<file path="src/data_area_pkg.sv">
// ****************************************************************
// shared constants and types of the data-area address map
// ****************************************************************
package data_area_pkg;

   // ****************************************************************
   // bus widths
   // ****************************************************************
   localparam int ADDR_W = 16;                              // data-area address width
   localparam int DATA_W = 8;                               // data width
   localparam int BOOT_ADDR_W = 12;                         // boot rom address width

   // ****************************************************************
   // register-window bounds
   // ****************************************************************
   localparam logic [15:0] REGWIN_LOW_FIRST  = 16'h0000;    // low window start
   localparam logic [15:0] REGWIN_LOW_LAST   = 16'h003f;    // low window end
   localparam logic [15:0] REGWIN_HIGH_FIRST = 16'h0f00;    // high window start
   localparam logic [15:0] REGWIN_HIGH_LAST  = 16'h0fff;    // high window end
   localparam logic [15:0] REGWIN_MID_FIRST  = 16'h0e40;    // mid window start
   localparam logic [15:0] REGWIN_MID_LAST   = 16'h0eff;    // mid window end

   // ****************************************************************
   // memory bounds
   // ****************************************************************
   localparam logic [15:0] RAM_FIRST     = 16'h0040;        // ram start
   localparam logic [15:0] RAM_LAST      = 16'h083f;        // ram end
   localparam logic [15:0] BOOTROM_FIRST = 16'h1000;        // boot rom window start
   localparam logic [15:0] BOOTROM_LAST  = 16'h17ff;        // boot rom window end
   localparam logic [15:0] FLASH_FIRST   = 16'h8000;        // flash start
   localparam logic [15:0] FLASH_LAST    = 16'hffff;        // flash end
   localparam int          BOOT_MAP_BITS = 11;              // 2 kbyte reachable outside serial mode

   // ****************************************************************
   // local registers
   // ****************************************************************
   localparam logic [15:0] FLASH_MAP_STAGING_ADDR = 16'h0fd0;   // staging register
   localparam logic [15:0] FLASH_MAP_COMMIT_ADDR  = 16'h0fd1;   // commit register
   localparam logic [15:0] FLASH_MAP_MONITOR_ADDR = 16'h0fd2;   // active monitor
   localparam logic [7:0]  FLASH_MAP_RESET        = 8'h40;      // staging and active reset
   localparam int          BOOTROM_MAP_ENABLE_BIT = 4;          // map-enable position
   localparam logic [7:0]  COMMIT_CODE            = 8'hd5;      // only legal commit value
   localparam logic [7:0]  UNMAPPED_READ          = 8'hff;      // value of unmapped reads
   localparam logic [7:0]  WRITE_ONLY_READ        = 8'h00;      // read of write-only register

   // ****************************************************************
   // types
   // ****************************************************************
   typedef enum logic [2:0] {
      REG_NONE,
      REG_REGWIN_LOW,
      REG_REGWIN_HIGH,
      REG_REGWIN_MID,
      REG_RAM,
      REG_BOOTROM,
      REG_FLASH
   } region_t;

   typedef enum logic [1:0] {
      S_IDLE,
      S_ISSUE,
      S_WAIT,
      S_ACK
   } bus_state_t;

   // inclusive range test
   function automatic logic in_range(input logic [15:0] a,
                                     input logic [15:0] lo,
                                     input logic [15:0] hi);
      return (a >= lo) && (a <= hi);
   endfunction

endpackage

</file>
<file path="src/region_decode.sv">
// ****************************************************************
// address to region decoder, used for data and code space
// ****************************************************************
module region_decode
   import data_area_pkg::*;
(
   // address in
   input  wire logic [15:0]            addr,
   // active boot rom map enable
   input  wire logic                   boot_mapped,
   // decoded region
   output data_area_pkg::region_t      region
);

   // ****************************************************************
   // priority decode
   // ****************************************************************
   always_comb begin
      // windows do not overlap, so order only matters for clarity
      if (in_range(addr, REGWIN_LOW_FIRST, REGWIN_LOW_LAST)) begin
         region = REG_REGWIN_LOW;
      end else if (in_range(addr, REGWIN_MID_FIRST, REGWIN_MID_LAST)) begin
         region = REG_REGWIN_MID;
      end else if (in_range(addr, REGWIN_HIGH_FIRST, REGWIN_HIGH_LAST)) begin
         region = REG_REGWIN_HIGH;
      end else if (in_range(addr, RAM_FIRST, RAM_LAST)) begin
         region = REG_RAM;
      end else if (boot_mapped && in_range(addr, BOOTROM_FIRST, BOOTROM_LAST)) begin
         region = REG_BOOTROM;
      end else if (in_range(addr, FLASH_FIRST, FLASH_LAST)) begin
         region = REG_FLASH;
      end else begin
         region = REG_NONE;
      end
   end

endmodule

</file>
<file path="src/data_area_map.sv">
// Functional notes
// - three register windows decoded after reset
// - 0x0040 to 0x083f goes to ram
// - boot rom unmapped after reset
// - map enable maps boot rom, code and data
// - unmapped boot rom window reads 0xff
// - only low 2 kbyte outside serial mode
// - map enable is staging bit 4, reset 0
// - staging and active registers double-buffer mapping
// - writing 0xd5 to commit copies staging
// - monitor location reads active register
// - 0x8000 to 0xffff goes to flash
module data_area_map
   import data_area_pkg::*;
(
   // clock and reset
   input  wire logic                   CLK,
   input  wire logic                   RST,
   // wishbone slave from the processor data bus
   input  wire logic                   CYC_I,
   input  wire logic                   STB_I,
   input  wire logic                   WE_I,
   input  wire logic [15:0]            ADR_I,
   input  wire logic [7:0]             DAT_I,
   input  wire logic [0:0]             SEL_I,
   output logic      [7:0]             DAT_O,
   output logic                        ACK_O,
   // code-space fetch address and boot rom hit
   input  wire logic [15:0]            CODE_ADDR,
   output logic                        CODE_BOOTROM_HIT,
   // serial programming mode and upper boot rom bank
   input  wire logic                   SERIAL_PROG_MODE,
   input  wire logic                   SERIAL_BANK_SEL,
   // common target request
   output logic      [15:0]            TGT_ADDR,
   output logic      [7:0]             TGT_WDATA,
   output logic                        TGT_WE,
   // target selects
   output logic                        SEL_REGWIN_LOW,
   output logic                        SEL_REGWIN_HIGH,
   output logic                        SEL_REGWIN_MID,
   output logic                        SEL_RAM,
   output logic                        SEL_BOOTROM,
   output logic                        SEL_FLASH,
   output logic      [11:0]            BOOTROM_ADDR,
   // target read data
   input  wire logic [7:0]             RDATA_REGWIN,
   input  wire logic [7:0]             RDATA_RAM,
   input  wire logic [7:0]             RDATA_BOOTROM,
   input  wire logic [7:0]             RDATA_FLASH
);

   // ****************************************************************
   // state and registers
   // ****************************************************************
   bus_state_t       state_reg;                             // bus sequencer
   bus_state_t       state_next;                            // its next value
   logic [7:0]       staging_reg;                           // flash map staging
   logic [7:0]       active_reg;                            // flash map active
   logic [15:0]      addr_reg;                              // captured address
   logic [7:0]       wdata_reg;                             // captured write data
   logic             we_reg;                                // captured direction
   region_t          region_reg;                            // captured region
   logic             local_reg;                             // captured local-register hit
   logic             tgt_stb_reg;                           // one-cycle target strobe
   logic [7:0]       dat_o_reg;                             // read data to the bus
   logic             ack_reg;                               // bus acknowledge
   logic             bank_reg;                              // captured boot bank

   // ****************************************************************
   // decode wires
   // ****************************************************************
   wire logic        boot_mapped;                           // active map enable
   wire logic        req;                                   // valid bus request
   wire logic        wr_ok;                                 // write with lane enabled
   wire logic        hit_staging;                           // staging address
   wire logic        hit_commit;                            // commit address
   wire logic        hit_monitor;                           // monitor address
   wire logic        hit_local;                             // any local register
   region_t          data_region;                           // data-space region
   region_t          code_region;                           // code-space region
   wire logic        commit_now;                            // commit write this cycle
   wire logic        staging_wr;                            // staging write this cycle
   logic [7:0]       local_rdata;                           // local register read
   logic [7:0]       tgt_rdata;                             // forwarded read

   // active register alone steers decoding
   assign boot_mapped = active_reg[BOOTROM_MAP_ENABLE_BIT];
   assign req         = CYC_I && STB_I;
   assign wr_ok       = WE_I && SEL_I[0];
   assign hit_staging = (ADR_I == FLASH_MAP_STAGING_ADDR);
   assign hit_commit  = (ADR_I == FLASH_MAP_COMMIT_ADDR);
   assign hit_monitor = (ADR_I == FLASH_MAP_MONITOR_ADDR);
   assign hit_local   = hit_staging || hit_commit || hit_monitor;

   // ****************************************************************
   // region decoders for data and code space
   // ****************************************************************
   region_decode data_dec (
      .addr        (ADR_I),
      .boot_mapped (boot_mapped),
      .region      (data_region)
   );

   region_decode code_dec (
      .addr        (CODE_ADDR),
      .boot_mapped (boot_mapped),
      .region      (code_region)
   );

   // code fetches see the boot rom only while mapped
   assign CODE_BOOTROM_HIT = (code_region == REG_BOOTROM);

   // ****************************************************************
   // register writes, applied in the issue cycle
   // ****************************************************************
   assign staging_wr = (state_reg == S_ISSUE) && local_reg && we_reg
                       && (addr_reg == FLASH_MAP_STAGING_ADDR);
   // any other value written to commit is ignored
   assign commit_now = (state_reg == S_ISSUE) && local_reg && we_reg
                       && (addr_reg == FLASH_MAP_COMMIT_ADDR)
                       && (wdata_reg == COMMIT_CODE);

   // ****************************************************************
   // local read mux
   // ****************************************************************
   always_comb begin
      if (addr_reg == FLASH_MAP_STAGING_ADDR) begin
         local_rdata = staging_reg;
      end else if (addr_reg == FLASH_MAP_MONITOR_ADDR) begin
         local_rdata = active_reg;
      end else begin
         local_rdata = WRITE_ONLY_READ;                     // commit is write-only
      end
   end

   // ****************************************************************
   // forwarded read mux
   // ****************************************************************
   always_comb begin
      unique case (region_reg)
         REG_REGWIN_LOW,
         REG_REGWIN_HIGH,
         REG_REGWIN_MID: tgt_rdata = RDATA_REGWIN;
         REG_RAM:        tgt_rdata = RDATA_RAM;
         REG_BOOTROM:    tgt_rdata = RDATA_BOOTROM;
         REG_FLASH:      tgt_rdata = RDATA_FLASH;
         REG_NONE:       tgt_rdata = UNMAPPED_READ;
         // the eighth code of the region field is never produced
         default:        tgt_rdata = UNMAPPED_READ;
      endcase
   end

   // ****************************************************************
   // bus sequencer next state
   // ****************************************************************
   always_comb begin
      unique case (state_reg)
         S_IDLE:  state_next = req ? S_ISSUE : S_IDLE;     // take request
         S_ISSUE: state_next = S_WAIT;                      // target sees strobe
         S_WAIT:  state_next = S_ACK;                       // data captured
         S_ACK:   state_next = S_IDLE;                      // ack shown one cycle
      endcase
   end

   // ****************************************************************
   // sequencer and request capture
   // ****************************************************************
   always_ff @(posedge CLK) begin
      if (RST) begin
         state_reg   <= S_IDLE;
         addr_reg    <= 16'h0000;
         wdata_reg   <= 8'h00;
         we_reg      <= 1'b0;
         region_reg  <= REG_NONE;
         local_reg   <= 1'b0;
         bank_reg    <= 1'b0;
      end else begin
         state_reg <= state_next;
         // capture the request once, in idle
         if (state_reg == S_IDLE && req) begin
            addr_reg   <= ADR_I;
            wdata_reg  <= DAT_I;
            we_reg     <= wr_ok;
            region_reg <= data_region;
            local_reg  <= hit_local;
            bank_reg   <= SERIAL_PROG_MODE && SERIAL_BANK_SEL;
         end
      end
   end

   // ****************************************************************
   // target strobe, read data and acknowledge
   // ****************************************************************
   always_ff @(posedge CLK) begin
      if (RST) begin
         tgt_stb_reg <= 1'b0;
         dat_o_reg   <= 8'h00;
         ack_reg     <= 1'b0;
      end else begin
         // one-cycle strobe in the issue cycle, local hits stay inside
         tgt_stb_reg <= (state_reg == S_IDLE) && req && !hit_local
                        && (data_region != REG_NONE);
         ack_reg     <= (state_reg == S_WAIT);
         if (state_reg == S_WAIT) begin
            dat_o_reg <= we_reg ? 8'h00 : (local_reg ? local_rdata : tgt_rdata);
         end
      end
   end

   // ****************************************************************
   // flash map staging and active registers
   // ****************************************************************
   always_ff @(posedge CLK) begin
      if (RST) begin
         staging_reg <= FLASH_MAP_RESET;
         active_reg  <= FLASH_MAP_RESET;
      end else begin
         if (staging_wr) begin
            staging_reg <= wdata_reg;
         end
         if (commit_now) begin
            active_reg <= staging_reg;
         end
      end
   end

   // ****************************************************************
   // outputs
   // ****************************************************************
   assign DAT_O     = dat_o_reg;
   assign ACK_O     = ack_reg;
   assign TGT_ADDR  = addr_reg;
   assign TGT_WDATA = wdata_reg;
   assign TGT_WE    = tgt_stb_reg && we_reg;

   assign SEL_REGWIN_LOW  = tgt_stb_reg && (region_reg == REG_REGWIN_LOW);
   assign SEL_REGWIN_HIGH = tgt_stb_reg && (region_reg == REG_REGWIN_HIGH);
   assign SEL_REGWIN_MID  = tgt_stb_reg && (region_reg == REG_REGWIN_MID);
   assign SEL_RAM         = tgt_stb_reg && (region_reg == REG_RAM);
   assign SEL_BOOTROM     = tgt_stb_reg && (region_reg == REG_BOOTROM);
   assign SEL_FLASH       = tgt_stb_reg && (region_reg == REG_FLASH);

   // upper half reachable only in serial programming mode
   assign BOOTROM_ADDR = {bank_reg, addr_reg[BOOT_MAP_BITS-1:0]};

endmodule

</file>
<file path="config.mk">
export PLATFORM = sky130hd
export DESIGN_NAME = data_area_map
export DESIGN_NICKNAME = d
export VERILOG_FILES = /design/src/data_area_pkg.sv /design/src/region_decode.sv /design/src/data_area_map.sv
export SDC_FILE = /design/constraint.sdc
export NUM_CORES = 1
export LEC_CHECK = 0
export BUFFER_PORTS_ARGS = -buffer_cell sky130_fd_sc_hd__buf_2
export CORE_MARGIN = 5
export CORE_UTILIZATION = 25
export CTS_BUF_LIST = sky130_fd_sc_hd__clkbuf_2 sky130_fd_sc_hd__clkbuf_4 sky130_fd_sc_hd__clkbuf_8
export DETAILED_ROUTE_END_ITERATION = 16
export GPL_ROUTABILITY_DRIVEN = 0
export SETUP_SLACK_MARGIN = 0.3
export SLEW_MARGIN = 20
export SYNTH_ARGS = -nofsm -noshare
export SYNTH_HDL_FRONTEND = slang
export SYNTH_HIERARCHICAL = 1
export SYNTH_SLANG_ARGS = --single-unit
</file>
<file path="constraint.sdc">
create_clock -name CLK -period 3.99 [get_ports CLK]
set_input_delay 0.1995 -clock CLK [delete_from_list [all_inputs] [get_ports CLK]]
set_output_delay 0.1995 -clock CLK [all_outputs]
set_load 0.01 [all_outputs]
</file>
==> impl_metrics.yaml, run 1 <==
die:
  dieArea_sq_mm: 0.01478
  die_y_microns: 121.6
  dieWidth_microns: 121.6
  row_count: 40
  pin_count: 133
  core_sq_mm: 0.01211
  initial_utilization: 0.2569
yosys:
  ys.flop_type: "dfxtp_1"
  syn-num-nets: 449
  synth_xor_area_frac: 0
  synth_compound_area_frac: 0.1476
  synth.cell_area_sq_mm: 0.003112
  ys_warn_count: 6
  yosys.area_share.simple: 0.2955
  yosysSeqAreaShare: 0.3731
  avgSynthCellArea_sq_um: 8.502
  synth_seq_cells: 58
  synth_cells: 366
  muxShareOfSynthArea: 0.1037
  synth_top_family_by_area: "simple AND/OR/NAND/NOR gates"
  synth_edf_count: 0
  ys_types: 45
  synth_fa_ha_area_frac: 0.01206
  async_flop_share: 0
timing:
  skew_ns: 0.01229
  fmax_mhz: 484.4
  final-hold-violation-count: 0
  drv_slew: 0
  period_minus_slack_ns: 2.064
  layout_setup_ws_ns: 1.926
  worst_pin_slew_ns: 1.075
  timing.slew.headroom: 0.2830
  finalCritPeriodShare: 0.5174
  tns_ns: 0
  grt_setup_unrepaired: "false"
  setup_viol: 0
hold_path:
  whs_path_depth: 3
  worstHoldStart: "ADR_I[5]"
  hold_end: "TGT_ADDR[5]"
  hp-class: "in -> reg"
finish:
  layout-drive-gt1-share: 0.3242
  largest_reg_flops: 16
  finalNetCount: 553
  areaGrowthSynthToFinish_pct: 27.78
clock_tree:
  insertion_delay_ns: 0.34
  post_cts_buffers: 0
  h-tree-depth: 3
  cts_tree: "yes"
  clock-root-buffer: "clkbuf_8"
  cts_sinks: 58
  cts_made_buffers: 9
  clk_pin_slew_worst_paths_ns: 0.07
  postCtsHoldBufs: 0
  cts_resized: 0
  clk_path_buf_depth: 2
placement:
  pre_cts_ws_ns: 1.945
  io_buffers: 126
  post-dp-hpwl_microns: 7187
worst_setup_path:
  r2r_start: "region_reg[1]"
  cp-end-kind: "flop"
  reg2reg_depth: 4
  r2r_end: "DAT_O[1]"
  required_ns: 4.22
  critPathMaxFanout: 22
  start_kind: "flop"
  r2r_slack_ns: 1.93
  cp.arrival_ns: 2.30
  path_class: "reg -> reg"
flow_run:
  drv_cap: 0
pwr:
  leakagePower_uw: 0.001637
  peakVddDrop_uv: 146.3
  p_per_area_mw_per_mm2: 340.7
detailed_routing:
  firstDrtPassIters: 4
  vias: 3002
  final_antenna_net_count: 0
  drt_iter0_drc: 147
  wl_per_cell_microns: 14.60
  drc_errors: 0
  wl_microns: 9402
  viasPerCell: 4.661
run_status:
  status: "finished, final reports clean"
global_route:
  grt-ovfl-total: 0
  track_usage: 0.1259
  first_global_vias: 3005
  grt_pass1_wl_microns: 14930
  antenna_found_initial: 2
  grt_max_degree: 60
cells in the mapped netlist, drive strengths merged, types with 3 or more instances:
| cell | instances | area [sq um] |
|---|---|---|
| o21ai | 14 | 70.07 |
| a32o | 8 | 80.08 |
| or3 | 3 | 18.77 |
| nor4 | 4 | 52.55 |
| nor3 | 8 | 40.04 |
| buf | 16 | 117.6 |
| mux2i | 30 | 300.3 |
| nand2b | 26 | 162.7 |
| or4 | 4 | 33.78 |
| nand2 | 65 | 246.5 |
| nand3b | 12 | 90.09 |
| a21oi | 32 | 160.2 |
| nand3 | 6 | 35.03 |
| nor2 | 13 | 48.80 |
| ha | 3 | 37.54 |
| dfxtp | 58 | 1161 |
| clkbuf | 18 | 67.56 |
| a221o | 7 | 70.07 |
| o22ai | 3 | 18.77 |
| nand4b | 3 | 26.28 |
| inv | 7 | 26.28 |
final cells by class:
| type | instances | area, sq um |
|---|---|---|
| Timing Repair Buffer | 127 | 638.1 |
| Sequential cell | 58 | 1161 |
| Tap cell | 168 | 210.2 |
| Clock inverter | 5 | 53.80 |
| Clock buffer | 11 | 145.1 |
| Inverter | 7 | 26.28 |
| Fill cell | 1307 | 8135 |
| Antenna cell | 1 | 2.502 |
| Multi-Input combinational cell | 267 | 1739 |
layout by cell type, fill, tap and decap left out, types with 5 or more instances in the layout:
cell type  count
nand3b_1      12
inv_1          7
nand2b_1      26
nor2_1        13
mux2i_1       30
clkbuf_8      10
nor3_1         8
a32o_1         8
a221o_1        7
nand2_1       64
buf_2        126
dfxtp_1       58
a21oi_1       32
nand3_1        5
o21ai_0       14
cells by family (layout without fill, tap and decap cells):
| family | Yosys count | count (layout) |
|---|---|---|
| fa+ha+maj | 3 | 3 |
| mux | 32 | 32 |
| simple gates | 161 | 161 |
| buf+inv | 41 | 150 |
| flops | 58 | 58 |
| compound gates | 71 | 71 |
| other cells | 0 | 1 |
worst max-delay path, cell delays in order, from the launching register on:
cell and delay (ns):
dfxtp_1 0.84, nor3_1 0.07, or3_1 0.49, a221o_1 0.32
a32o_1 0.25
where the power goes:
group / internal, uW / total [uW] / switching, uW
clock: 310 / 542 / 232
combinational: 86.4 / 183 / 97.0
sequential: 602 / 630 / 28.2
total: 998 / 1350 / 357
layer usage:
layer / track usage / share of wire / vias up
li1: - / - / 1503
met1: 0.1608 / 0.45 / 1401
met2: 0.2048 / 0.47 / 80
met3: 0.03993 / 0.064 / 16
met4: 0.03501 / 0.016 / 2
met5: 0 / 0.00074 / -
metrics by stage:
step	cell area (sq um)	utilization	instances	hold WS, ns	total power [uW]
2_1_floorplan	3112	-	366	0.3355	741.2
3_3_place_gp	3775	0.3117	627	0.4393	823.0
3_5_place_dp	3775	0.3117	627	0.4397	827.8
4_1_cts	3974	0.3281	643	0.08909	1375
5_1_grt	3976	0.3283	644	0.09766	1420
6_report	3976	0.3283	644	0.1030	1355
how the worst max path moves through the flow:
stage,from,endpoint
global route,state_reg[0],local_reg
floorplan,TGT_ADDR[15],active_reg[6]
CTS,region_reg[1],DAT_O[2]
finish,region_reg[1],DAT_O[1]
global placement,region_reg[1],DAT_O[2]
detailed placement,region_reg[1],DAT_O[2]
Note: power is estimated with default switching activity, not from simulation.
==> inputs of run 2 (changes only) <==
- ABC_AREA: unset -> 1
- clock period: 3.99 -> 2.1 ns (I/O delays scaled with it)
==> run 2 against run 1 <==
Compared with the run above:
- clock power up 81%
- clock skew decreased by 0.0035 ns
- via count up 21%
- critical endpoint is now bank_reg
- highest routed layer is now met4
==> impl_metrics.yaml, run 2 <==
run_status:
  status: "finished, final reports clean"
clock_tree:
  post_cts_buffers: 0
  cts_made_buffers: 9
  h-tree-depth: 3
  cts_sinks: 58
  insertion_delay_ns: 0.34
  cts_tree: "yes"
  clock-root-buffer: "clkbuf_8"
  clk_path_buf_depth: 2
  clk_pin_slew_worst_paths_ns: 0.06
timing:
  fmax_mhz: 619.9
  tns_ns: 0
  setup_viol: 0
  drv_slew: 0
  timing.slew.headroom: 0.6781
  grt_setup_unrepaired: "false"
  layout_setup_ws_ns: 0.4867
  skew_ns: 0.008803
  period_minus_slack_ns: 1.613
  worst_pin_slew_ns: 0.4822
  final-hold-violation-count: 0
  finalCritPeriodShare: 0.7682
detailed_routing:
  wl_per_cell_microns: 12.92
  final_antenna_net_count: 0
  viasPerCell: 4.491
  vias: 3624
  wl_microns: 10430
  drc_errors: 0
  drt_iter0_drc: 167
  firstDrtPassIters: 4
global_route:
  grt_max_degree: 37
  grt-ovfl-total: 0
  antenna_found_initial: 0
  busiest_layer: "met2"
  grt_pass1_wl_microns: 16990
  globalRouteMet2Util: 0.2105
  met3_usage: 0.03795
  grtUsageMet1: 0.1772
  track_usage: 0.1326
  first_global_vias: 3445
die:
  pin_count: 133
  dieArea_sq_mm: 0.01574
  core_sq_mm: 0.01314
  row_count: 42
  dieWidth_microns: 125.5
  initial_utilization: 0.2537
  die_y_microns: 125.5
finish:
  layout-drive-gt1-share: 0.2948
  utilization: 0.3291
  largest_reg_flops: 16
  areaGrowthSynthToFinish_pct: 29.73
  num_antenna_cells: 0
  finalNetCount: 709
  fillCellCount: 1489
  final_cell_mix: "buf_2 (126), nand2_1 (99), inv_1 (59)"
  mostFrequentLayoutCell: "buf_2"
yosys:
  synth.cell_area_sq_mm: 0.003333
  synthTopCellsByCount: "nand2_1 (99), inv_1 (59), dfxtp_1 (58)"
  yosysTopAreaCellShare: 0.3483
  async_flop_share: 0
  ys.flop_type: "dfxtp_1"
  syn-num-nets: 588
  synth_seq_cells: 58
  ys_warn_count: 6
  yosysSeqAreaShare: 0.3483
  ys_types: 29
  avgSynthCellArea_sq_um: 6.600
  yosysTopAreaCell: "dfxtp_1"
  synth_cells: 505
  synth.most_common_cell: "nand2_1"
  synth_area_leaders: "dfxtp_1 (35%), nand2_1 (11%), a21oi_1 (8.3%), nand3_1 (6.8%), inv_1 (6.6%)"
  synth_edf_count: 0
worst_setup_path:
  cp-end-kind: "flop"
  critPathMaxFanout: 5
  start_kind: "flop"
  r2r_slack_ns: 0.49
  required_ns: 2.38
  cp.arrival_ns: 1.90
  path_class: "reg -> reg"
  reg2reg_depth: 7
pwr:
  power_uw: 2718
  peakVddDrop_uv: 437.0
  leakagePower_uw: 0.002043
  p_per_area_mw_per_mm2: 628.4
flow_run:
  drv_cap: 0
placement:
  pre_cts_ws_ns: 0.4066
  io_buffers: 126
  post-dp-hpwl_microns: 8141
hold_path:
  hp-class: "in -> reg"
  whs_path_depth: 3
==> run 2: path summary, 6_finish.rpt <==
path / end / startpoint
worst max-delay path: bank_reg / state_reg[0]
worst min-delay path: we_reg / SEL_I
worst min register to register: DAT_O[7] / DAT_O[7]
worst max register to register: bank_reg / state_reg[0]
==> run 2: area by class of cell <==
cell class,instances,area [sq um],area share
sequential,58,1162,0.2688
multi-input combinational,350,1745,0.4036
tap,176,220.2,0.05093
clock buffer,14,180.2,0.04167
timing repair buffer,143,765.7,0.1771
clock inverter,2,10.01,0.002315
inverter,64,240.2,0.05556
==> run 2: cells by family (layout without fill, tap and decap cells) <==
group / after synthesis / in the layout / synth area share
adders and majority gates: 3 / 3 / 0.01126
AOI/OAI and AO/OA: 91 / 91 / 0.1426
DFF: 58 / 58 / 0.3483
and+or+nand+nor: 256 / 256 / 0.3652
buffers and inverters: 97 / 223 / 0.1325
==> run 2: power by group <==
| group | switching [uW] | total (uW) | internal, uW |
|---|---|---|---|
| clock network | 431 | 979 | 548 |
| registers | 54.7 | 1210 | 1160 |
| logic | 324 | 529 | 205 |
==> run 2: through the flow <==
| stage | instances | hold WS [ns] | cell area [sq um] |
|---|---|---|---|
| floorplan | 505 | 0.2362 | 3333 |
| global placement | 788 | 0.3329 | 4088 |
| detailed placement | 788 | 0.3404 | 4088 |
| CTS | 807 | 0.0005612 | 4309 |
| global route | 807 | 0.006728 | 4324 |
| finish | 807 | 0.02375 | 4324 |
==> run 2: routing by layer <==
| metal | part of all wire | up-vias |
|---|---|---|
| met5 | 0 | - |
| met4 | 0.0086 | 0 |
| met3 | 0.054 | 8 |
| met2 | 0.48 | 98 |
| met1 | 0.46 | 1624 |
| li1 | - | 1894 |
==> run 2: worst max-delay path, stage by stage, from the launching register on <==
cell           delay (ns)
dfxtp_1              0.32
inv_1                0.07
ha_1                 0.20
nand3_2              0.13
nor2_2               0.16
nand3_1              0.08
dlygate4sd3_1        0.55
nand2_1              0.05
==> run 2: timing repair <==
item                                    in CTS  in global routing
endpoints found under the hold margin        2                  0
pin swaps                                    0                  0
resized for setup                            1                  4
endpoints found under the setup margin       1                  8
hold buffers                                 3                  0
==> inputs of run 3 (changes only) <==
- ABC_AREA: 1 -> 0
- clock period: 2.1 -> 1.52 ns (I/O delays scaled with it)
==> run 3 against run 2 <==
Compared with the run above:
- the flow now finishes with violations (negative setup slack)
- critical endpoint is now active_reg[1]
- clock skew is 0.00084 ns higher
- sequential power up 34%
- die area decreased by 6.1%
- routed wire length grew 5.6%
- sequential share of layout area down 4.6 points
- critical path depth shrank 3
- hold slack got worse by 0.0072 ns
- flip-flop and latch count did not move
- largest cell class unchanged
- utilization grew 11 points
- clock power increased by 45%
==> impl_metrics.yaml, run 3 (same netlist as run 1, synthesis figures left out) <==
run_status:
  status: "finished, violations left"
  failed_checks: "negative setup slack"
worst_setup_path:
  reg2reg_depth: 4
  slowest_stage: "or4_4"
  cp-end-kind: "flop"
  path_class: "reg -> reg"
  cp.arrival_ns: 1.88
  crit_chain: "nor4b_4 > nand2_2 > or4_4 > mux2i_1"
  r2r_end: "active_reg[1]"
  required_ns: 1.74
  start_kind: "flop"
  slowest_delay_ns: 0.65
  r2r_slack_ns: -0.13
  critPathMaxFanout: 8
  r2r_start: "TGT_ADDR[13]"
finish:
  layout-drive-gt1-share: 0.5637
  areaGrowthSynthToFinish_pct: 70.73
  finalNetCount: 636
  mostFrequentLayoutCell: "buf_2"
  final_cell_area_sq_mm: 0.005313
  final_cell_mix: "buf_2 (125), dfxtp_1 (46), buf_4 (42)"
  largest_reg_flops: 16
  num_antenna_cells: 0
die:
  row_count: 40
  core_sq_mm: 0.01211
  initial_utilization: 0.2569
  die_y_microns: 121.6
  dieWidth_microns: 121.6
  pin_count: 133
  dieArea_sq_mm: 0.01478
detailed_routing:
  wl_per_cell_microns: 15.19
  firstDrtPassIters: 4
  viasPerCell: 4.734
  drt_iter0_drc: 179
  vias: 3432
  wl_microns: 11010
  final_antenna_net_count: 0
  drc_errors: 0
timing:
  drv_slew: 0
  layout_setup_ws_ns: -0.1305
  finalCritPeriodShare: 1.086
  skew_ns: 0.009639
  fmax_mhz: 605.9
  timing.slew.headroom: 0.6950
  tns_ns: -1.393
  period_minus_slack_ns: 1.650
  holdWs_ns: 0.01653
  worst_pin_slew_ns: 0.4574
  setup_viol: 17
  final-hold-violation-count: 0
  grt_setup_unrepaired: "true"
global_route:
  grt-ovfl-total: 0
  track_usage: 0.1457
  first_global_vias: 3518
  grt_pass1_wl_microns: 17110
  antenna_found_initial: 0
  grt_max_degree: 45
pwr:
  power_uw: 3911
  leakagePower_uw: 0.002316
  peakVddDrop_uv: 395.3
  p_per_area_mw_per_mm2: 736.1
hold_path:
  worstHoldStart: "ADR_I[9]"
  hp-class: "in -> reg"
  hold_end: "TGT_ADDR[9]"
  whs_path_depth: 3
clock_tree:
  cts_made_buffers: 9
  insertion_delay_ns: 0.34
  clk_path_buf_depth: 2
  clk_pin_slew_worst_paths_ns: 0.06
  h-tree-depth: 3
  clock-root-buffer: "clkbuf_8"
  cts_tree: "yes"
  cts_sinks: 58
flow_run:
  drv_cap: 0
placement:
  pre_cts_ws_ns: -0.1605
  place_area_sq_mm: 0.004189
  post-dp-hpwl_microns: 7786
  io_buffers: 126
run 3: cell types whose count changed in the layout (fill, tap and decap cells not counted), sizes merged, moves of 30 or more:
cell   before  now
mux2i       0   30
inv        63    7
nor2       65   13
buf       140  187
nand2     100   65
nand3      51    6
run 3: area by class of cell:
cell class | instances | area, sq um
Clock inverter | 3 | 40.04
Tap cell | 168 | 210.2
Clock buffer | 12 | 152.6
Inverter | 7 | 26.28
Fill cell | 1185 | 6799
Timing Repair Buffer | 210 | 1474
Sequential cell | 58 | 1184
Multi-Input combinational cell | 267 | 2226
run 3: worst max-delay path: cells and delay by family, from the launching register on:
family           cells  cell delay [ns]
and+or+nand+nor      3             1.05
DFF                  1             0.33
muxes                1             0.16
run 3: how the worst max path moves through the flow:
stage          slack, ns         start             to
2_1_floorplan      -0.12  TGT_ADDR[14]  active_reg[6]
3_3_place_gp       -0.12  TGT_ADDR[14]  active_reg[2]
3_5_place_dp       -0.16     local_reg  active_reg[1]
4_1_cts            -0.14   TGT_ADDR[3]  active_reg[1]
5_1_grt            -0.18  TGT_ADDR[13]  active_reg[1]
6_report           -0.13  TGT_ADDR[13]  active_reg[1]
run 3: layer usage:
| layer | wire [microns] | GRT usage | vias up | share of wire |
|---|---|---|---|---|
| met4 | 144 | 0.04062 | 0 | 0.013 |
| li1 | - | - | 1677 | - |
| met5 | 0 | 0 | - | 0 |
| met1 | 4646 | 0.1728 | 1617 | 0.42 |
| met3 | 567 | 0.03900 | 19 | 0.051 |
| met2 | 5656 | 0.2584 | 119 | 0.51 |
run 3: through the flow:
stage | std cells | utilization
detailed placement | 675 | 0.3459
global route | 725 | 0.4386
global placement | 675 | 0.3459
CTS | 723 | 0.4185
finish | 725 | 0.4386
floorplan | 366 | -
run 3: timing repair:
| item | in CTS | in global routing |
|---|---|---|
| hold buffers | 21 | 1 |
| setup buffers | 9 | 0 |
| pin swaps | 29 | 4 |
| resized for setup | 99 | 49 |
| endpoints found under the setup margin | 63 | 62 |
| gates cloned | 3 | 1 |
| endpoints found under the hold margin | 19 | 1 |
run 3: power by group:
group | leakage (uW) | switching (uW) | internal (uW)
clock network | 0.000103 | 599 | 824
logic | 0.00174 | 419 | 450
registers | 0.000477 | 41.4 | 1580
total | 0.00232 | 1060 | 2850
